## src/core/tcd_pkg.sv

```systemverilog
// Constants for the tape channel command decoder: function codes, field
// positions, reset values. Assumes a 16-bit data bus whose bit 0 is the MSB.
// Functional notes
// (RULE1) Each 16-bit word goes to or from tape as two bytes.
// (RULE2) Odd vertical parity written on every byte and checked on read.
// (RULE3) Output codes 09,0D,11,13,03,07,01 load address, range, configs, irq, task, control; code acks 01 but drops it.
// (RULE4) Input codes 0C,08,10,12,02,26,06,18,1A,04 return the named words.
// (RULE5) Output code 09 performs both the address load and the range load.
// (RULE6) Address load keeps 24 bits: address bus 0-7 high, data bus low.
// (RULE7) Word transfers normally; byte transfer on odd first or last byte.
// (RULE8) Address bus bit 17 at address load sets direction: one means write.
// (RULE9) Range is a positive byte count, top bit zero, decremented per transfer.
// (RULE10) Zero range then forward read acts as forward space one block.
// (RULE11) Zero range then write sets operation check, no data, no motion.
// (RULE12) Address and range residue carry into the next command.
// (RULE13) Processor writes zero to config A bits 0,1,2,5,9-15.
// (RULE14) Config A bit 3 picks even or odd parity; zero means odd.
// (RULE15) Config A bit 6 sends set-diagnostic to formatter before each task; the zero-range read space goes out without it.
// (RULE16) Config A bit 7 disables buffer; takes effect only at beginning of tape.
// (RULE17) Display shows 40 while the data buffer is disabled.
// (RULE18) Config A bit 8 selects one of two recording densities.
// (RULE19) Config B bits 0-6: maintenance, mux, address inhibit, reset, ready.
// (RULE20) Config B bit 7 without diagnostic: even bytes only, odd bit 7 as parity.
// (RULE21) Interrupt control stores 6-bit level and 10-bit channel number.
// (RULE22) With level zero no interrupt is raised or retained.
// (RULE23) Subsystem initialisation clears the interrupt level.
// (RULE24) Direction disagreeing with task sets operation check, no transfer.
package tcd_pkg;
  // ==========================================================
  // Function codes
  localparam logic [5:0] FC_OUT_ADDR = 6'h09;
  localparam logic [5:0] FC_OUT_RANGE = 6'h0d;
  localparam logic [5:0] FC_OUT_CFGA = 6'h11;
  localparam logic [5:0] FC_OUT_CFGB = 6'h13;
  localparam logic [5:0] FC_OUT_IRQ = 6'h03;
  localparam logic [5:0] FC_OUT_TASK = 6'h07;
  localparam logic [5:0] FC_OUT_CTRL = 6'h01;
  localparam logic [5:0] FC_IN_RANGE = 6'h0c;
  localparam logic [5:0] FC_IN_ADDR = 6'h08;
  localparam logic [5:0] FC_IN_CFGA = 6'h10;
  localparam logic [5:0] FC_IN_CFGB = 6'h12;
  localparam logic [5:0] FC_IN_IRQ = 6'h02;
  localparam logic [5:0] FC_IN_ID = 6'h26;
  localparam logic [5:0] FC_IN_TASK = 6'h06;
  localparam logic [5:0] FC_IN_STAT1 = 6'h18;
  localparam logic [5:0] FC_IN_STAT2 = 6'h1a;
  localparam logic [5:0] FC_IN_REV = 6'h04;
  // ==========================================================
  // Field positions (vector index; bus bit 0 is index 15)
  localparam int ADDR_DIR_IDX = 6;
  localparam int CFA_PARITY = 12;
  localparam int CFA_DIAG = 9;
  localparam int CFA_BUFDIS = 8;
  localparam int CFA_DENSITY = 7;
  localparam int CFB_MAINT1 = 15;
  localparam int CFB_MUX_HI = 14;
  localparam int CFB_MUX_LO = 12;
  localparam int CFB_ADDR_INH = 11;
  localparam int CFB_FMT_RST = 10;
  localparam int CFB_FMT_RDY = 9;
  localparam int CFB_MAINT2 = 8;
  // ==========================================================
  // Task opcodes (task bits 0-7) and reset values
  localparam logic [7:0] TASK_OP_WRITE = 8'h02;
  localparam logic [7:0] TASK_OP_READ_FWD = 8'h01;
  localparam logic [7:0] DISPLAY_BUF_OFF = 8'h40;
  localparam logic [7:0] DISPLAY_IDLE = 8'h00;
  localparam logic [15:0] RST_WORD = 16'h0000;
  localparam logic [23:0] RST_ADDR = 24'h000000;
endpackage

```

## src/core/tcd_decoder.sv

```systemverilog
// Channel-side command decoder and setup registers of a tape controller.
// Assumes commands, tape bytes and memory strobes are synchronous to core_clk_i.
`timescale 1ns/10ps
`default_nettype none
module tcd_decoder
  import tcd_pkg::*;
#(
  parameter logic [15:0] DEVICE_ID = 16'h1234, // Arbitrary value
  parameter logic [15:0] REVISION = 16'h0001 // Arbitrary value
) (
  // Clock and reset
  input wire logic core_clk_i,
  input wire logic rst_i,
  input wire logic init_i,
  // Processor I/O command
  input wire logic cmd_valid_i,
  input wire logic cmd_output_i,
  input wire logic [5:0] func_code_i,
  input wire logic [23:0] addr_bus_i,
  input wire logic [15:0] data_bus_i,
  output logic cmd_ack_o,
  output logic [15:0] rd_data_o,
  // Drive status and state
  input wire logic [15:0] status1_i,
  input wire logic [15:0] status2_i,
  input wire logic bot_i,
  input wire logic formatter_ready_flag_i,
  // Task sequencing toward the formatter
  input wire logic task_done_i,
  output logic busy_o,
  output logic diag_cmd_o,
  output logic task_go_o,
  output logic space_block_o,
  output logic op_check_o,
  // Configuration outputs
  output logic parity_even_o,
  output logic density_o,
  output logic buffer_disable_o,
  output logic [7:0] display_o,
  output logic maintenance_select_one_o,
  output logic [2:0] mux_ctrl_o,
  output logic formatter_bus_address_inhibit_o,
  output logic formatter_reset_o,
  output logic maintenance_select_two_o,
  // Memory transfer bookkeeping
  input wire logic mem_xfer_i,
  output logic [23:0] mem_addr_o,
  output logic mem_byte_o,
  output logic dir_write_o,
  // Write data: word in, tape bytes out
  input wire logic wr_word_valid_i,
  input wire logic [15:0] wr_word_i,
  output logic wr_word_ready_o,
  output logic tape_byte_valid_o,
  output logic [7:0] tape_byte_o,
  output logic tape_par_o,
  // Read data: tape bytes in, word out
  input wire logic rd_byte_valid_i,
  input wire logic [7:0] rd_byte_i,
  input wire logic rd_par_i,
  output logic rd_word_valid_o,
  output logic [15:0] rd_word_o,
  output logic parity_err_o,
  // Interrupt routing
  input wire logic event_i,
  input wire logic irq_ack_i,
  output logic irq_o,
  output logic [5:0] irq_level_o,
  output logic [9:0] irq_chan_o
);

  // ==========================================================
  // State
  typedef enum logic [1:0] {
    T_IDLE = 2'b00,
    T_DIAG = 2'b01,
    T_RUN = 2'b10
  } tcd_task_e;

  typedef struct packed {
    tcd_task_e tst;
    logic [23:0] addr;
    logic [15:0] range;
    logic dir;
    logic [15:0] cfga;
    logic [15:0] cfgb;
    logic buf_dis;
    logic [5:0] lvl;
    logic [9:0] chan;
    logic [15:0] task_w;
    logic [15:0] rdata;
    logic ack;
    logic irq;
    logic tx_second;
    logic [7:0] tx_low;
    logic [7:0] tbyte;
    logic tpar;
    logic tvld;
    logic rx_second;
    logic [7:0] rx_high;
    logic [15:0] rword;
    logic rvld;
    logic perr;
    logic diag_go;
    logic task_go;
    logic sp_go;
    logic op_chk;
  } tcd_state_s;

  tcd_state_s st_r;
  tcd_state_s st_nxt;

  // Byte parity per the configured sense; odd unless bit 3 asks for even
  function automatic logic par_of(input logic [7:0] b, input logic even);
    par_of = even ? ^b : ~^b;
  endfunction

  logic out_cmd;
  logic [7:0] opcode;
  logic is_wr_task;
  logic is_rd_task;
  logic diag_on;
  logic maint2_on;
  logic byte_xfer;

  // Command decode helpers
  assign out_cmd = cmd_valid_i & cmd_output_i;
  assign opcode = data_bus_i[15:8];
  assign is_wr_task = (opcode == TASK_OP_WRITE);
  assign is_rd_task = (opcode == TASK_OP_READ_FWD);
  assign diag_on = st_r.cfga[CFA_DIAG];
  assign maint2_on = st_r.cfgb[CFB_MAINT2] & ~diag_on;
  // Odd start or a single byte left forces a byte cycle
  assign byte_xfer = st_r.addr[0] | (st_r.range == 16'h0001); // RULE7

  // ==========================================================
  // Next-state logic
  always_comb begin
    st_nxt = st_r;
    st_nxt.ack = 1'b0;
    st_nxt.diag_go = 1'b0;
    st_nxt.task_go = 1'b0;
    st_nxt.sp_go = 1'b0;
    st_nxt.op_chk = 1'b0;
    st_nxt.tvld = 1'b0;
    st_nxt.rvld = 1'b0;
    st_nxt.perr = 1'b0;

    // Output commands load the setup registers
    if (out_cmd) begin
      st_nxt.ack = 1'b1;
      case (func_code_i) // RULE3
        FC_OUT_ADDR: begin
          st_nxt.addr = {addr_bus_i[23:16], data_bus_i}; // RULE6
          st_nxt.dir = addr_bus_i[ADDR_DIR_IDX]; // RULE8
          st_nxt.range = data_bus_i; // RULE5
        end
        FC_OUT_RANGE: begin
          st_nxt.range = data_bus_i; // RULE9
        end
        FC_OUT_CFGA: begin
          // Reserved bits are stored as written; software keeps them zero
          st_nxt.cfga = data_bus_i; // RULE13
          // Buffer control only changes when the drive sits at its load point
          if (bot_i) begin
            st_nxt.buf_dis = data_bus_i[CFA_BUFDIS]; // RULE16
          end
        end
        FC_OUT_CFGB: begin
          st_nxt.cfgb = data_bus_i; // RULE19
        end
        FC_OUT_IRQ: begin
          st_nxt.lvl = data_bus_i[5:0]; // RULE21
          st_nxt.chan = data_bus_i[15:6];
        end
        FC_OUT_TASK: begin
          if (st_r.tst == T_IDLE) begin
            st_nxt.task_w = data_bus_i;
            if ((is_wr_task && !st_r.dir) || (is_rd_task && st_r.dir)) begin
              st_nxt.op_chk = 1'b1; // RULE24
            end else if (is_wr_task && st_r.range == 16'h0000) begin
              st_nxt.op_chk = 1'b1; // RULE11
            end else if (is_rd_task && st_r.range == 16'h0000) begin
              st_nxt.sp_go = 1'b1; // RULE10
              st_nxt.tst = T_RUN;
            end else if (diag_on) begin
              st_nxt.diag_go = 1'b1; // RULE15
              st_nxt.tst = T_DIAG;
            end else begin
              st_nxt.task_go = 1'b1;
              st_nxt.tst = T_RUN;
            end
          end
        end
        default: begin
          // Control word and unknown codes are acknowledged and dropped
          st_nxt.ack = 1'b1;
        end
      endcase
    end else if (cmd_valid_i) begin
      // Input commands answer one cycle later
      st_nxt.ack = 1'b1;
      case (func_code_i) // RULE4
        FC_IN_RANGE: st_nxt.rdata = st_r.range;
        FC_IN_ADDR: st_nxt.rdata = st_r.addr[15:0];
        FC_IN_CFGA: st_nxt.rdata = st_r.cfga;
        FC_IN_CFGB: begin
          st_nxt.rdata = st_r.cfgb;
          st_nxt.rdata[CFB_FMT_RDY] = formatter_ready_flag_i; // RULE19
        end
        FC_IN_IRQ: st_nxt.rdata = {st_r.chan, st_r.lvl};
        FC_IN_ID: st_nxt.rdata = DEVICE_ID;
        FC_IN_TASK: st_nxt.rdata = st_r.task_w;
        FC_IN_STAT1: st_nxt.rdata = status1_i;
        FC_IN_STAT2: st_nxt.rdata = status2_i;
        FC_IN_REV: st_nxt.rdata = REVISION;
        default: st_nxt.rdata = RST_WORD;
      endcase
    end

    // Task sequencing: diagnostic command goes out first, task next cycle
    case (st_r.tst)
      T_DIAG: begin
        st_nxt.task_go = 1'b1; // RULE15
        st_nxt.tst = T_RUN;
      end
      T_RUN: begin
        if (task_done_i) begin
          st_nxt.tst = T_IDLE;
        end
      end
      T_IDLE: begin
        // A task word decoded above may already have chosen the next state
      end
      default: st_nxt.tst = T_IDLE;
    endcase

    // Memory transfer steps address and range; residue stays for next task
    if (mem_xfer_i && st_r.range != 16'h0000) begin // RULE12
      st_nxt.addr = st_r.addr + (byte_xfer ? 24'h000001 : 24'h000002);
      st_nxt.range = st_r.range - (byte_xfer ? 16'h0001 : 16'h0002); // RULE9
    end

    // Write path: a word becomes two tape bytes, high byte first; in maintenance mode only the high byte
    if (st_r.tx_second) begin
      st_nxt.tbyte = st_r.tx_low; // RULE1
      st_nxt.tpar = par_of(st_r.tx_low, st_r.cfga[CFA_PARITY]); // RULE2 RULE14
      st_nxt.tvld = 1'b1;
      st_nxt.tx_second = 1'b0;
    end else if (wr_word_valid_i) begin
      st_nxt.tbyte = wr_word_i[15:8];
      st_nxt.tvld = 1'b1;
      if (maint2_on) begin
        // Maintenance write: odd byte bit 7 supplies the parity bit
        st_nxt.tpar = wr_word_i[0]; // RULE20
      end else begin
        st_nxt.tpar = par_of(wr_word_i[15:8], st_r.cfga[CFA_PARITY]); // RULE2
        st_nxt.tx_low = wr_word_i[7:0];
        st_nxt.tx_second = 1'b1; // RULE1
      end
    end

    // Read path: two checked bytes assemble into one word
    if (rd_byte_valid_i) begin
      st_nxt.perr = (rd_par_i != par_of(rd_byte_i, st_r.cfga[CFA_PARITY])); // RULE2
      if (st_r.rx_second) begin
        st_nxt.rword = {st_r.rx_high, rd_byte_i}; // RULE1
        st_nxt.rvld = 1'b1;
        st_nxt.rx_second = 1'b0;
      end else begin
        st_nxt.rx_high = rd_byte_i;
        st_nxt.rx_second = 1'b1;
      end
    end

    // Interrupt pending: set beats acknowledge, level zero drops it
    if (irq_ack_i) begin
      st_nxt.irq = 1'b0;
    end
    if (event_i) begin
      st_nxt.irq = 1'b1;
    end
    if (st_nxt.lvl == 6'h00) begin
      st_nxt.irq = 1'b0; // RULE22
    end

    // Initialisation clears level and re-enables the buffer
    if (init_i) begin
      st_nxt.lvl = 6'h00; // RULE23
      st_nxt.irq = 1'b0;
      st_nxt.buf_dis = 1'b0; // RULE16
    end
  end

  // ==========================================================
  // State register
  always_ff @(posedge core_clk_i) begin
    if (rst_i) begin
      st_r <= '0;
    end else begin
      st_r <= st_nxt;
    end
  end

  // ==========================================================
  // Outputs
  assign cmd_ack_o = st_r.ack;
  assign rd_data_o = st_r.rdata;
  assign busy_o = (st_r.tst != T_IDLE);
  assign diag_cmd_o = st_r.diag_go;
  assign task_go_o = st_r.task_go;
  assign space_block_o = st_r.sp_go;
  assign op_check_o = st_r.op_chk;
  assign parity_even_o = st_r.cfga[CFA_PARITY]; // RULE14
  assign density_o = st_r.cfga[CFA_DENSITY]; // RULE18
  assign buffer_disable_o = st_r.buf_dis;
  assign display_o = st_r.buf_dis ? DISPLAY_BUF_OFF : DISPLAY_IDLE; // RULE17
  assign maintenance_select_one_o = st_r.cfgb[CFB_MAINT1] & diag_on; // RULE19
  assign mux_ctrl_o = st_r.cfgb[CFB_MUX_HI:CFB_MUX_LO];
  assign formatter_bus_address_inhibit_o = st_r.cfgb[CFB_ADDR_INH];
  assign formatter_reset_o = st_r.cfgb[CFB_FMT_RST];
  assign maintenance_select_two_o = maint2_on;
  assign mem_addr_o = st_r.addr;
  assign mem_byte_o = byte_xfer;
  assign dir_write_o = st_r.dir;
  // Second byte slot blocks a new word: that is the back-pressure
  assign wr_word_ready_o = ~st_r.tx_second;
  assign tape_byte_valid_o = st_r.tvld;
  assign tape_byte_o = st_r.tbyte;
  assign tape_par_o = st_r.tpar;
  assign rd_word_valid_o = st_r.rvld;
  assign rd_word_o = st_r.rword;
  assign parity_err_o = st_r.perr;
  assign irq_o = st_r.irq;
  assign irq_level_o = st_r.lvl;
  assign irq_chan_o = st_r.chan;
endmodule
`default_nettype wire

```

## config.mk

```make
export PLATFORM = sky130hd
export DESIGN_NAME = tcd_decoder
export DESIGN_NICKNAME = d
export VERILOG_FILES = /design/src/core/tcd_pkg.sv /design/src/core/tcd_decoder.sv
export SDC_FILE = /design/constraint.sdc
export NUM_CORES = 1
export LEC_CHECK = 0
export BUFFER_PORTS_ARGS = -buffer_cell sky130_fd_sc_hd__buf_2
export CORE_MARGIN = 1
export CORE_UTILIZATION = 45
export DETAILED_ROUTE_END_ITERATION = 10
export GPL_ROUTABILITY_DRIVEN = 0
export PLACE_DENSITY = 0.74
export SLEW_MARGIN = 20
export SYNTH_ARGS = -nofsm -noshare
export SYNTH_HDL_FRONTEND = slang
export SYNTH_SLANG_ARGS = --single-unit
```

## constraint.sdc

```tcl
create_clock -name core_clk_i -period 3.71 [get_ports core_clk_i]
set_input_delay 0.371 -clock core_clk_i [delete_from_list [all_inputs] [get_ports core_clk_i]]
set_output_delay 0.371 -clock core_clk_i [all_outputs]
set_load 0.05 [all_outputs]
```

**Word-level counts from Yosys, hierarchy flattened**

Cells that the tools add are included.

- Memories kept: 0
- Latch bits: 0
- Flip-flop bits (word level): 176
- Memory bits (writable): 0
- Output and inout port bits: 112
- Memory bits (read-only): 0
- Word-level logic and storage cells: 156

- Equal/unequal tests: 22
- Shifts and indexed selects: 0
- Bitwise gates (word level): 13
- Multipliers: 0
- $lt $le $gt $ge: 0
- Mux-type cells: 49
- Reduce and logical (&&, ||, !) cells: 43
- Add/subtract/negate cells: 2
- Div/mod/pow operators: 0

Operators by type and width:

| operator | number |
|---|---|
| $pmux W16 S10 | 1 |
| $mux W108 | 1 |
| $mux W16 | 6 |
| $mux W40 | 1 |
| $eq A6 B5 Y1 const B | 6 |
| $add A24 B2 Y24 | 1 |
| $eq A6 B4 Y1 const B | 4 |
| $mux W24 | 1 |
| $reduce_xnor A8 Y1 | 3 |
| $reduce_xor A8 Y1 | 3 |
| $mux W2 | 11 |
| $mux W1 | 20 |
| $mux W10 | 2 |
| $eq A6 B3 Y1 const B | 3 |
| $reduce_and A2 Y1 | 9 |
| $eq A16 B1 Y1 const B | 1 |
| $logic_not A16 Y1 | 1 |
| $reduce_bool A16 Y1 | 1 |
| $sub A16 B2 Y16 | 1 |
| $eq A6 B2 Y1 const B | 2 |
| $reduce_bool A2 Y1 | 6 |
| $mux W3 | 3 |
| $mux W9 | 1 |
| $not A1 Y1 | 9 |
| other kinds (21) | 32 |

**Longest topological paths before layout**

Gate-level depths: netlist of run 1.

- Depth after elaboration: 10
- Mapped depth: 12

**Worst setup path before layout of run 1**

OpenSTA, ideal clock, no wires.

- Path type: flip-flop to flip-flop
- Start: register st_r[140] in the netlist's numbering
- End: register st_r, in the netlist mem_addr_o[19]
- Arrival: 3.985 ns
- Period minus slack after synthesis: 4.089 ns
- Setup time: 0.103 ns
- Cell stages (with the launch flop): 13
- Slack: -0.379 ns
- Path buffers: 1
- Cells stage by stage: dfxtp_1 or4_1 clkbuf_2 nor4_1 nand2_1 nand2b_1 inv_1 ha_1 a21oi_1 nor4_1 nand2_1 or3_1 a2111oi_2

- Word-level cells in the longest chain between the ends: 5
- Elaborated cells between the ends (all ways): 10
- Classes of those cells: add/sub (1); eq/ne (1); mux (2); bitwise (1); reduce/logical (5)

RTL lines:

| item | RTL line | source |
|---|---|---|
| from (decl) | tcd_decoder.sv:110 | `tcd_state_s st_r;` |
| from (signal assigned) | tcd_decoder.sv:301 | `st_r <= st_nxt;` |
| $eq A16 B1 Y1 | tcd_decoder.sv:134 | `assign byte_xfer = st_r.addr[0] \| (st_r.range == 16'h0001);` |
| $or A1 B1 Y1 | tcd_decoder.sv:134 |  |
| named net mem_byte_o | tcd_decoder.sv:48 | `output logic mem_byte_o,` |
| $mux W2 | tcd_decoder.sv:240 | `st_nxt.addr = st_r.addr + (byte_xfer ? 24'h000001 : 24'h000002);` |
| $add A24 B2 Y24 | tcd_decoder.sv:240 |  |
| $mux W40 | tcd_decoder.sv:239 | `if (mem_xfer_i && st_r.range != 16'h0000) begin` |

The timed path passes the listed nets, and every way through them passes these cells.
A chain may end at the register's enable or synchronous reset.

**Final worst setup path of run 1**

- Start: register st_r[140] in the netlist's numbering
- End: register st_r[144] in the netlist's numbering

- Word-level cells in the longest chain between the ends: 5
- Elaborated cells between the ends (all ways): 10
- Classes of those cells: add/sub (1); eq/ne (1); mux (2); bitwise (1); reduce/logical (5)

RTL lines:

| item | RTL line | source |
|---|---|---|
| $eq A16 B1 Y1 | tcd_decoder.sv:134 |  |
| $or A1 B1 Y1 | tcd_decoder.sv:134 |  |
| $mux W2 | tcd_decoder.sv:241 | `st_nxt.range = st_r.range - (byte_xfer ? 16'h0001 : 16'h0002);` |
| $sub A16 B2 Y16 | tcd_decoder.sv:241 |  |
| $mux W40 | tcd_decoder.sv:239 |  |

Parallel ways exist; a longest one is shown, timed or not.

==> results by group, run 1 <==
Status
  • Outcome: finished clean

Worst setup path
  • CP max stage cell: or4_1
  • CP peak stage delay: 0.58 ns
  • Cell mode on critical path: nand2_1
  • Critical Path Start Type: flip-flop
  • Critical path class: reg2reg
  • CP delay by family, top: simple AND/OR/NAND/NOR gates
  • Buf/Inv on CP: 1
  • Worst endpoint required time: 4.04 ns
  • CP Capture Type: flip-flop
  • Number of cells on the critical path: 12
  • Crit-path max FO: 8
  • Worst path arrival time: approximately 3.8 ns
  • Cells on worst reg2reg path: 12
  • Cell Chain, Critical Path: or4_1 -> nor4_2 -> nand2_1 -> nand2b_2 -> ha_1 -> fa_1 -> nor2b_1 -> nand2_1 -> a2111oi_0 -> buf_4 -> a211oi_1 -> a2111oi_2

Synth
  • Main area contributors after synthesis: dfxtp_1 (37%), buf_4 (7.4%), nand2_1 (7.0%)
  • Most common cell in the netlist: nand2_1
  • Seq/Total Area, Yosys: 0.367
  • FFs w/ async S/R, synth: 0
  • Ys Warns: 0
  • Dominant cell type by area after synthesis: dfxtp_1
  • Synth top area share: 0.367
  • Top cells by count, synth: nand2_1 (177), dfxtp_1 (175), a21oi_1 (116), buf_4 (94), clkbuf_1 (75)
  • Mean Syn Cell Area: 8.20 µm²
  • Syn Std Cell Area: 9540 µm²
  • Flops & latches, synth: around 180
  • Yosys cell types: 67
  • EDFF count, synth: 0
  • Mapped Cells: roughly 1.2k
  • Post-synth top flop: dfxtp_1

Floorplan
  • Core Area: 20500 µm²
  • Die area: 21800 µm²
  • Die Ht: 148 µm
  • Top Ports: 228
  • Die X: 148 µm
  • Initial Util: 0.465
  • Row cnt: 52

Routing
  • First-iteration detailed-routing DRC count: 1161
  • Final ANT Viol Nets: 0
  • Total number of vias: 9138
  • Vias per cell: 5.95
  • DRC: 0
  • Drt total wl: 29400 µm
  • Drt pass-1 iters: 5
  • Post-detailed-route wirelength per cell: 19.2 µm

GRT
  • Vias in the first global route: 8420
  • Largest net degree at the start of global routing: 144
  • Total grt overflow: 0
  • Global Route Usage Sum: 0.268
  • First-pass GRT wire length: 45800 µm
  • Antenna violations before repair: 1

Timing
  • RSZ-0062 raised after global routing: no
  • Hold slack: 0.172 ns
  • Relative slew slack: 0.367
  • Hold Fails Final Rpt: 0
  • F_max: 0.290 GHz
  • Final WS setup: 0.257 ns
  • Setup violators final: 0
  • Least-Margin Pin Slew: 0.948 ns
  • Fin crit period: 3.45 ns
  • Clock Skews: between 0.009 and 0.01 ns
  • Period Utilization, post-route: 0.931
  • Final Max Tran Viols: 0

Pwr
  • Leakage power total: ~4.3 nW
  • Maximum vdd drop: 0.444 mV
  • Cell Pwr Density: 526 nW/µm²

Clocking
  • Clock transition at path regs: 0.08 ns
  • CTS max path bufs: 2
  • CTS tree: built
  • Clock Latency Late Sink: 0.44 ns
  • Inserted Clock Buffers: 17
  • H-tree Lvls: 4
  • Clk root buf: clkbuf_16
  • Setup Buffers After CTS: 0
  • CTS Sinks: 175

Worst hold path
  • Worst Hold Class: in2reg
  • WHS Path Cells: 3

Placed design
  • Placed Area: 10200 µm²
  • Post-DP HPWL: around 21000 µm
  • Post-Place Worst Slack: 0.296 ns
  • IO buf count: just over 200

Final layout
  • Final instance area: 10800 µm²
  • Net count, final: 1372
  • Area growth, synth to finish: 13.3%
  • Core Util, Final: 0.527
  • Share of cells above drive strength 1: 0.259

Job
  • Max_cap viols: 0
[worst min-delay path, cell delays in order]
cell	delay (ns)
buf_2	0.08
mux2i_1	0.05
nor2_1	0.07
[power breakdown]
part	leakage [nW]	internal (mW)	switching, mW
Combinational	2.61	0.660	1.08
Sequential	1.42	1.99	0.142
Clock	0.291	0.911	0.903
[path summary, 6_finish.rpt]
check	endpoint	slack (ns)	start
worst min register to register	st_r[77]	0.45	st_r[77]
worst min-delay path	st_r[42]	0.17	wr_word_i[1]
worst max-delay path	st_r[144]	0.26	st_r[140]
worst max register to register	st_r[144]	0.26	st_r[140]
[flip-flops by register name (all words and copies together), names as in the netlist, 3 cells and up]
name         cells
mux_ctrl_o       3
irq_level_o      6
tape_byte_o      8
st_r            75
mem_addr_o      24
irq_chan_o      10
rd_word_o       16
rd_data_o       16
[final cells by class]
class,count,area (µm²)
Clock buffer,17,425
Timing Repair Buffer,243,1330
Clock inverter,15,166
Multi-Input combinational cell,796,4980
Inverter,18,67.6
Sequential cell,175,3500
Tap cell,270,338
Antenna cell,1,2.50
Fill cell,1925,9690
[kinds of logic (layout without fill, tap and decap cells)]
logic type               Yosys count  after routing  share of synthesized area
adder cells (fa/ha/maj)            5              5                    0.00735
AO/OA/AOI/OAI                    275            275                      0.202
XOR/XNOR                          26             26                     0.0253
buffers and inverters            198            293                      0.117
multiplexers                      67             67                     0.0720
flip-flops                       175            175                      0.367
other                              1              8                   0.000393
AND/OR/NAND/NOR                  416            416                      0.209
[metrics by stage]
stage | total power, mW | TNS, ns | cells
after floorplan | 3.33 | -0.0621 | 1169
after global placement | 3.79 | 0 | 1502
after detailed placement | 3.83 | 0 | 1502
after CTS | 5.65 | 0 | 1534
after global routing | 5.90 | 0 | 1534
final | 5.69 | 0 | 1535
[layout by cell type (no fill, tap or decap), types with 18 or more instances in the layout]
master | netlist | routed
a22oi_1 | 22 | 22
buf_4 | 94 | 38
buf_2 | 5 | 204
nand3_1 | 31 | 31
nand2_1 | 177 | 177
nor3_1 | 33 | 32
mux2i_1 | 54 | 54
dfxtp_1 | 175 | 175
inv_1 | 18 | 18
xnor2_1 | 23 | 23
nor2_1 | 64 | 64
a21oi_1 | 116 | 114
[per-layer routing]
metal  vias up  GRT usage  part of all wire
met5         -          0                 0
met2       503      0.426              0.46
met1      4294      0.358              0.42
li1       4262          -                 -
met4         0      0.111             0.033
met3        79     0.0469             0.093
[what timing repair did]
action / in CTS / in global routing
endpoints found under the setup margin: 0 / 1
hold buffers: 0 / 0
resized for setup: 0 / 1
Power figures use the tool's default switching activity.
==> inputs of run 2 (changes only) <==
CTS_BUF_LIST = sky130_fd_sc_hd__clkbuf_2 sky130_fd_sc_hd__clkbuf_4 sky130_fd_sc_hd__clkbuf_8   (was not set)
SETUP_SLACK_MARGIN = 0.15   (was not set)
==> run 2 against run 1 <==
Compared with the run above: flip-flop and latch count stayed put; power is 5.3% lower; sequential share of layout area is 0.39 points higher; final area is 1.2% lower; critical endpoint unchanged; combinational power is 3% higher; non-clock buffer count is 1 higher; core utilization is 0.62 points lower; sequential power hardly changed; register-to-register slack better by 0.02 ns; critical path depth is 1 lower; cell count hardly changed; worst hold slack worse by 0.054 ns.
==> results by group, run 2 (synthesis results as in run 1) <==
GRT
  • Total grt overflow: 0
  • Largest net degree at the start of global routing: 61
  • First-pass GRT wire length: 45200 µm
  • Vias in the first global route: 8334
  • Antenna violations before repair: 0
  • Global Route Usage Sum: 0.265

Pwr
  • Maximum vdd drop: roughly 0.30 mV
  • Clock Power Share: 0.271
  • Sequential power share: 0.396
  • Power Total: 5.39 mW
  • Switch share: 0.384
  • Logic gate share of total power: 0.333
  • Switching power: between 2 and 2.5 mW
  • Leakage power total: 4.25 nW
  • Cell Pwr Density: roughly 500 nW/µm²
  • Int Pwr: 3.32 mW

Worst setup path
  • Worst R2R End: st_r[144]
  • Worst path arrival time: 3.80 ns
  • Cells on worst reg2reg path: 11
  • Worst Setup EP: st_r[144]
  • Critical path class: reg2reg
  • FF-to-FF Start: st_r[144]
  • Critical path origin: st_r[144]
  • Worst endpoint required time: roughly 4 ns
  • Critical Path Start Type: flip-flop
  • CP Capture Type: flip-flop
  • Crit-path max FO: 8
  • R2r setup slk: around 0.28 ns

Final layout
  • Multi-input logic area: 5010 µm²
  • Most frequent cells in the layout: buf_2 (204), nand2_1 (177), dfxtp_1 (175)
  • Core Util, Final: 0.521
  • Reg area: 3500 µm²
  • Area growth, synth to finish: 12.0%
  • Final-layout fill cell count: 1958
  • Most common cell after layout, fill and taps aside: buf_2
  • Largest Register: st_r
  • Share of cells above drive strength 1: 0.263
  • Number of flip-flops in the largest register: 75
  • Net count, final: 1373
  • Finished Layout Cells: between 1.5k and 2k
  • Final instance area: 10700 µm²

Floorplan
  • Die X: about 150 µm
  • Initial Util: 0.465
  • Top Ports: 228
  • Row cnt: 52
  • Die area: around 22000 µm²
  • Core Area: 20500 µm²
  • Die Ht: 148 µm

Timing
  • Final Max Tran Viols: 0
  • Period Utilization, post-route: 0.924
  • Final WS setup: roughly 0.28 ns
  • Least-Margin Pin Slew: approximately 1.1 ns
  • Hold slack: 0.117 ns
  • Hold Fails Final Rpt: 0
  • Relative slew slack: 0.291
  • Clock Skews: 0.0115 ns
  • Setup TNS: 0 ns
  • Setup violators final: 0
  • F_max: 0.292 GHz
  • RSZ-0062 raised after global routing: yes
  • Fin crit period: 3.43 ns

Routing
  • First-iteration detailed-routing DRC count: 852
  • Total number of vias: 9126
  • Final ANT Viol Nets: 0
  • Wire length on met2: 13400 µm
  • Drt total wl: 29400 µm
  • DRC: 0
  • Highest metal used: met4
  • Drt pass-1 iters: 8
  • Vias per cell: 5.94
  • DRT met1 WL: 12600 µm
  • Post-detailed-route wirelength per cell: 19.1 µm
  • Met3 WL post-DR: 2360 µm

Clocking
  • Inserted Clock Buffers: 17
  • Setup Buffers After CTS: 0
  • Resize count post-CTS: 0
  • Clk root buf: clkbuf_8
  • CTS max path bufs: 2
  • Cts hold-fix bufs: 0
  • Clock Latency Late Sink: around 0.48 ns
  • CTS Sinks: between 150 and 200
  • Clock transition at path regs: 0.10 ns
  • CTS tree: built
  • H-tree Lvls: 4

Worst hold path
  • Worst Hold Class: in2reg

Placed design
  • IO buf count: 205
  • Placed Area: just over 10000 µm²
  • Placed cells: around 1.5k
  • Post-DP HPWL: about 21000 µm
  • Post-Place Worst Slack: 0.272 ns

Job
  • Max_cap viols: 0

Status
  • Outcome: finished clean
run 2: metal layers:
layer | global-route usage | vias to the layer above
met3 | 0.0509 | 82
li1 | - | 4262
met4 | 0.125 | 0
met2 | 0.418 | 498
met5 | 0 | -
met1 | 0.347 | 4284
run 2: worst max-delay path: stages, from the launching register on:
cell       delay (ns)
dfxtp_1          0.40
or4_1            0.68
nor4_4           0.30
nand2_1          0.15
nand2b_4         0.13
ha_1             0.16
fa_1             0.22
nor2b_1          0.19
nand2_1          0.12
a2111oi_2        0.46
a211oi_1         0.13
a2111oi_2        0.38
run 2: worst min path at each step:
| stage | startpoint | end | slack, ns | cells after the start |
|---|---|---|---|---|
| floorplan | st_r[69] | st_r[69] | 0.43 | 2 |
| detailed placement | st_r[118] | st_r[118] | 0.45 | 2 |
| CTS | wr_word_i[2] | st_r[43] | 0.10 | 3 |
| global route | wr_word_i[7] | st_r[48] | 0.12 | 3 |
| global placement | st_r[72] | st_r[72] | 0.44 | 2 |
| finish | wr_word_i[2] | st_r[43] | 0.12 | 3 |
run 2: area by class of cell:
cell class              count  area share
diodes                      1    0.000234
clock buffers              17      0.0219
clock inverters            15      0.0178
inverters                  18     0.00633
multi-input cells         796       0.469
flip-flops and latches    175       0.328
well taps                 270      0.0316
repair buffers            244       0.125
run 2: power groups by stage:
stage	Combinational [mW]	Clock, mW	Sequential [mW]
after CTS	1.71	1.47	2.13
after floorplan	1.20	0	2.14
final	1.79	1.46	2.13
after global placement	1.67	0	2.16
after global routing	1.92	1.54	2.15
after detailed placement	1.70	0	2.17
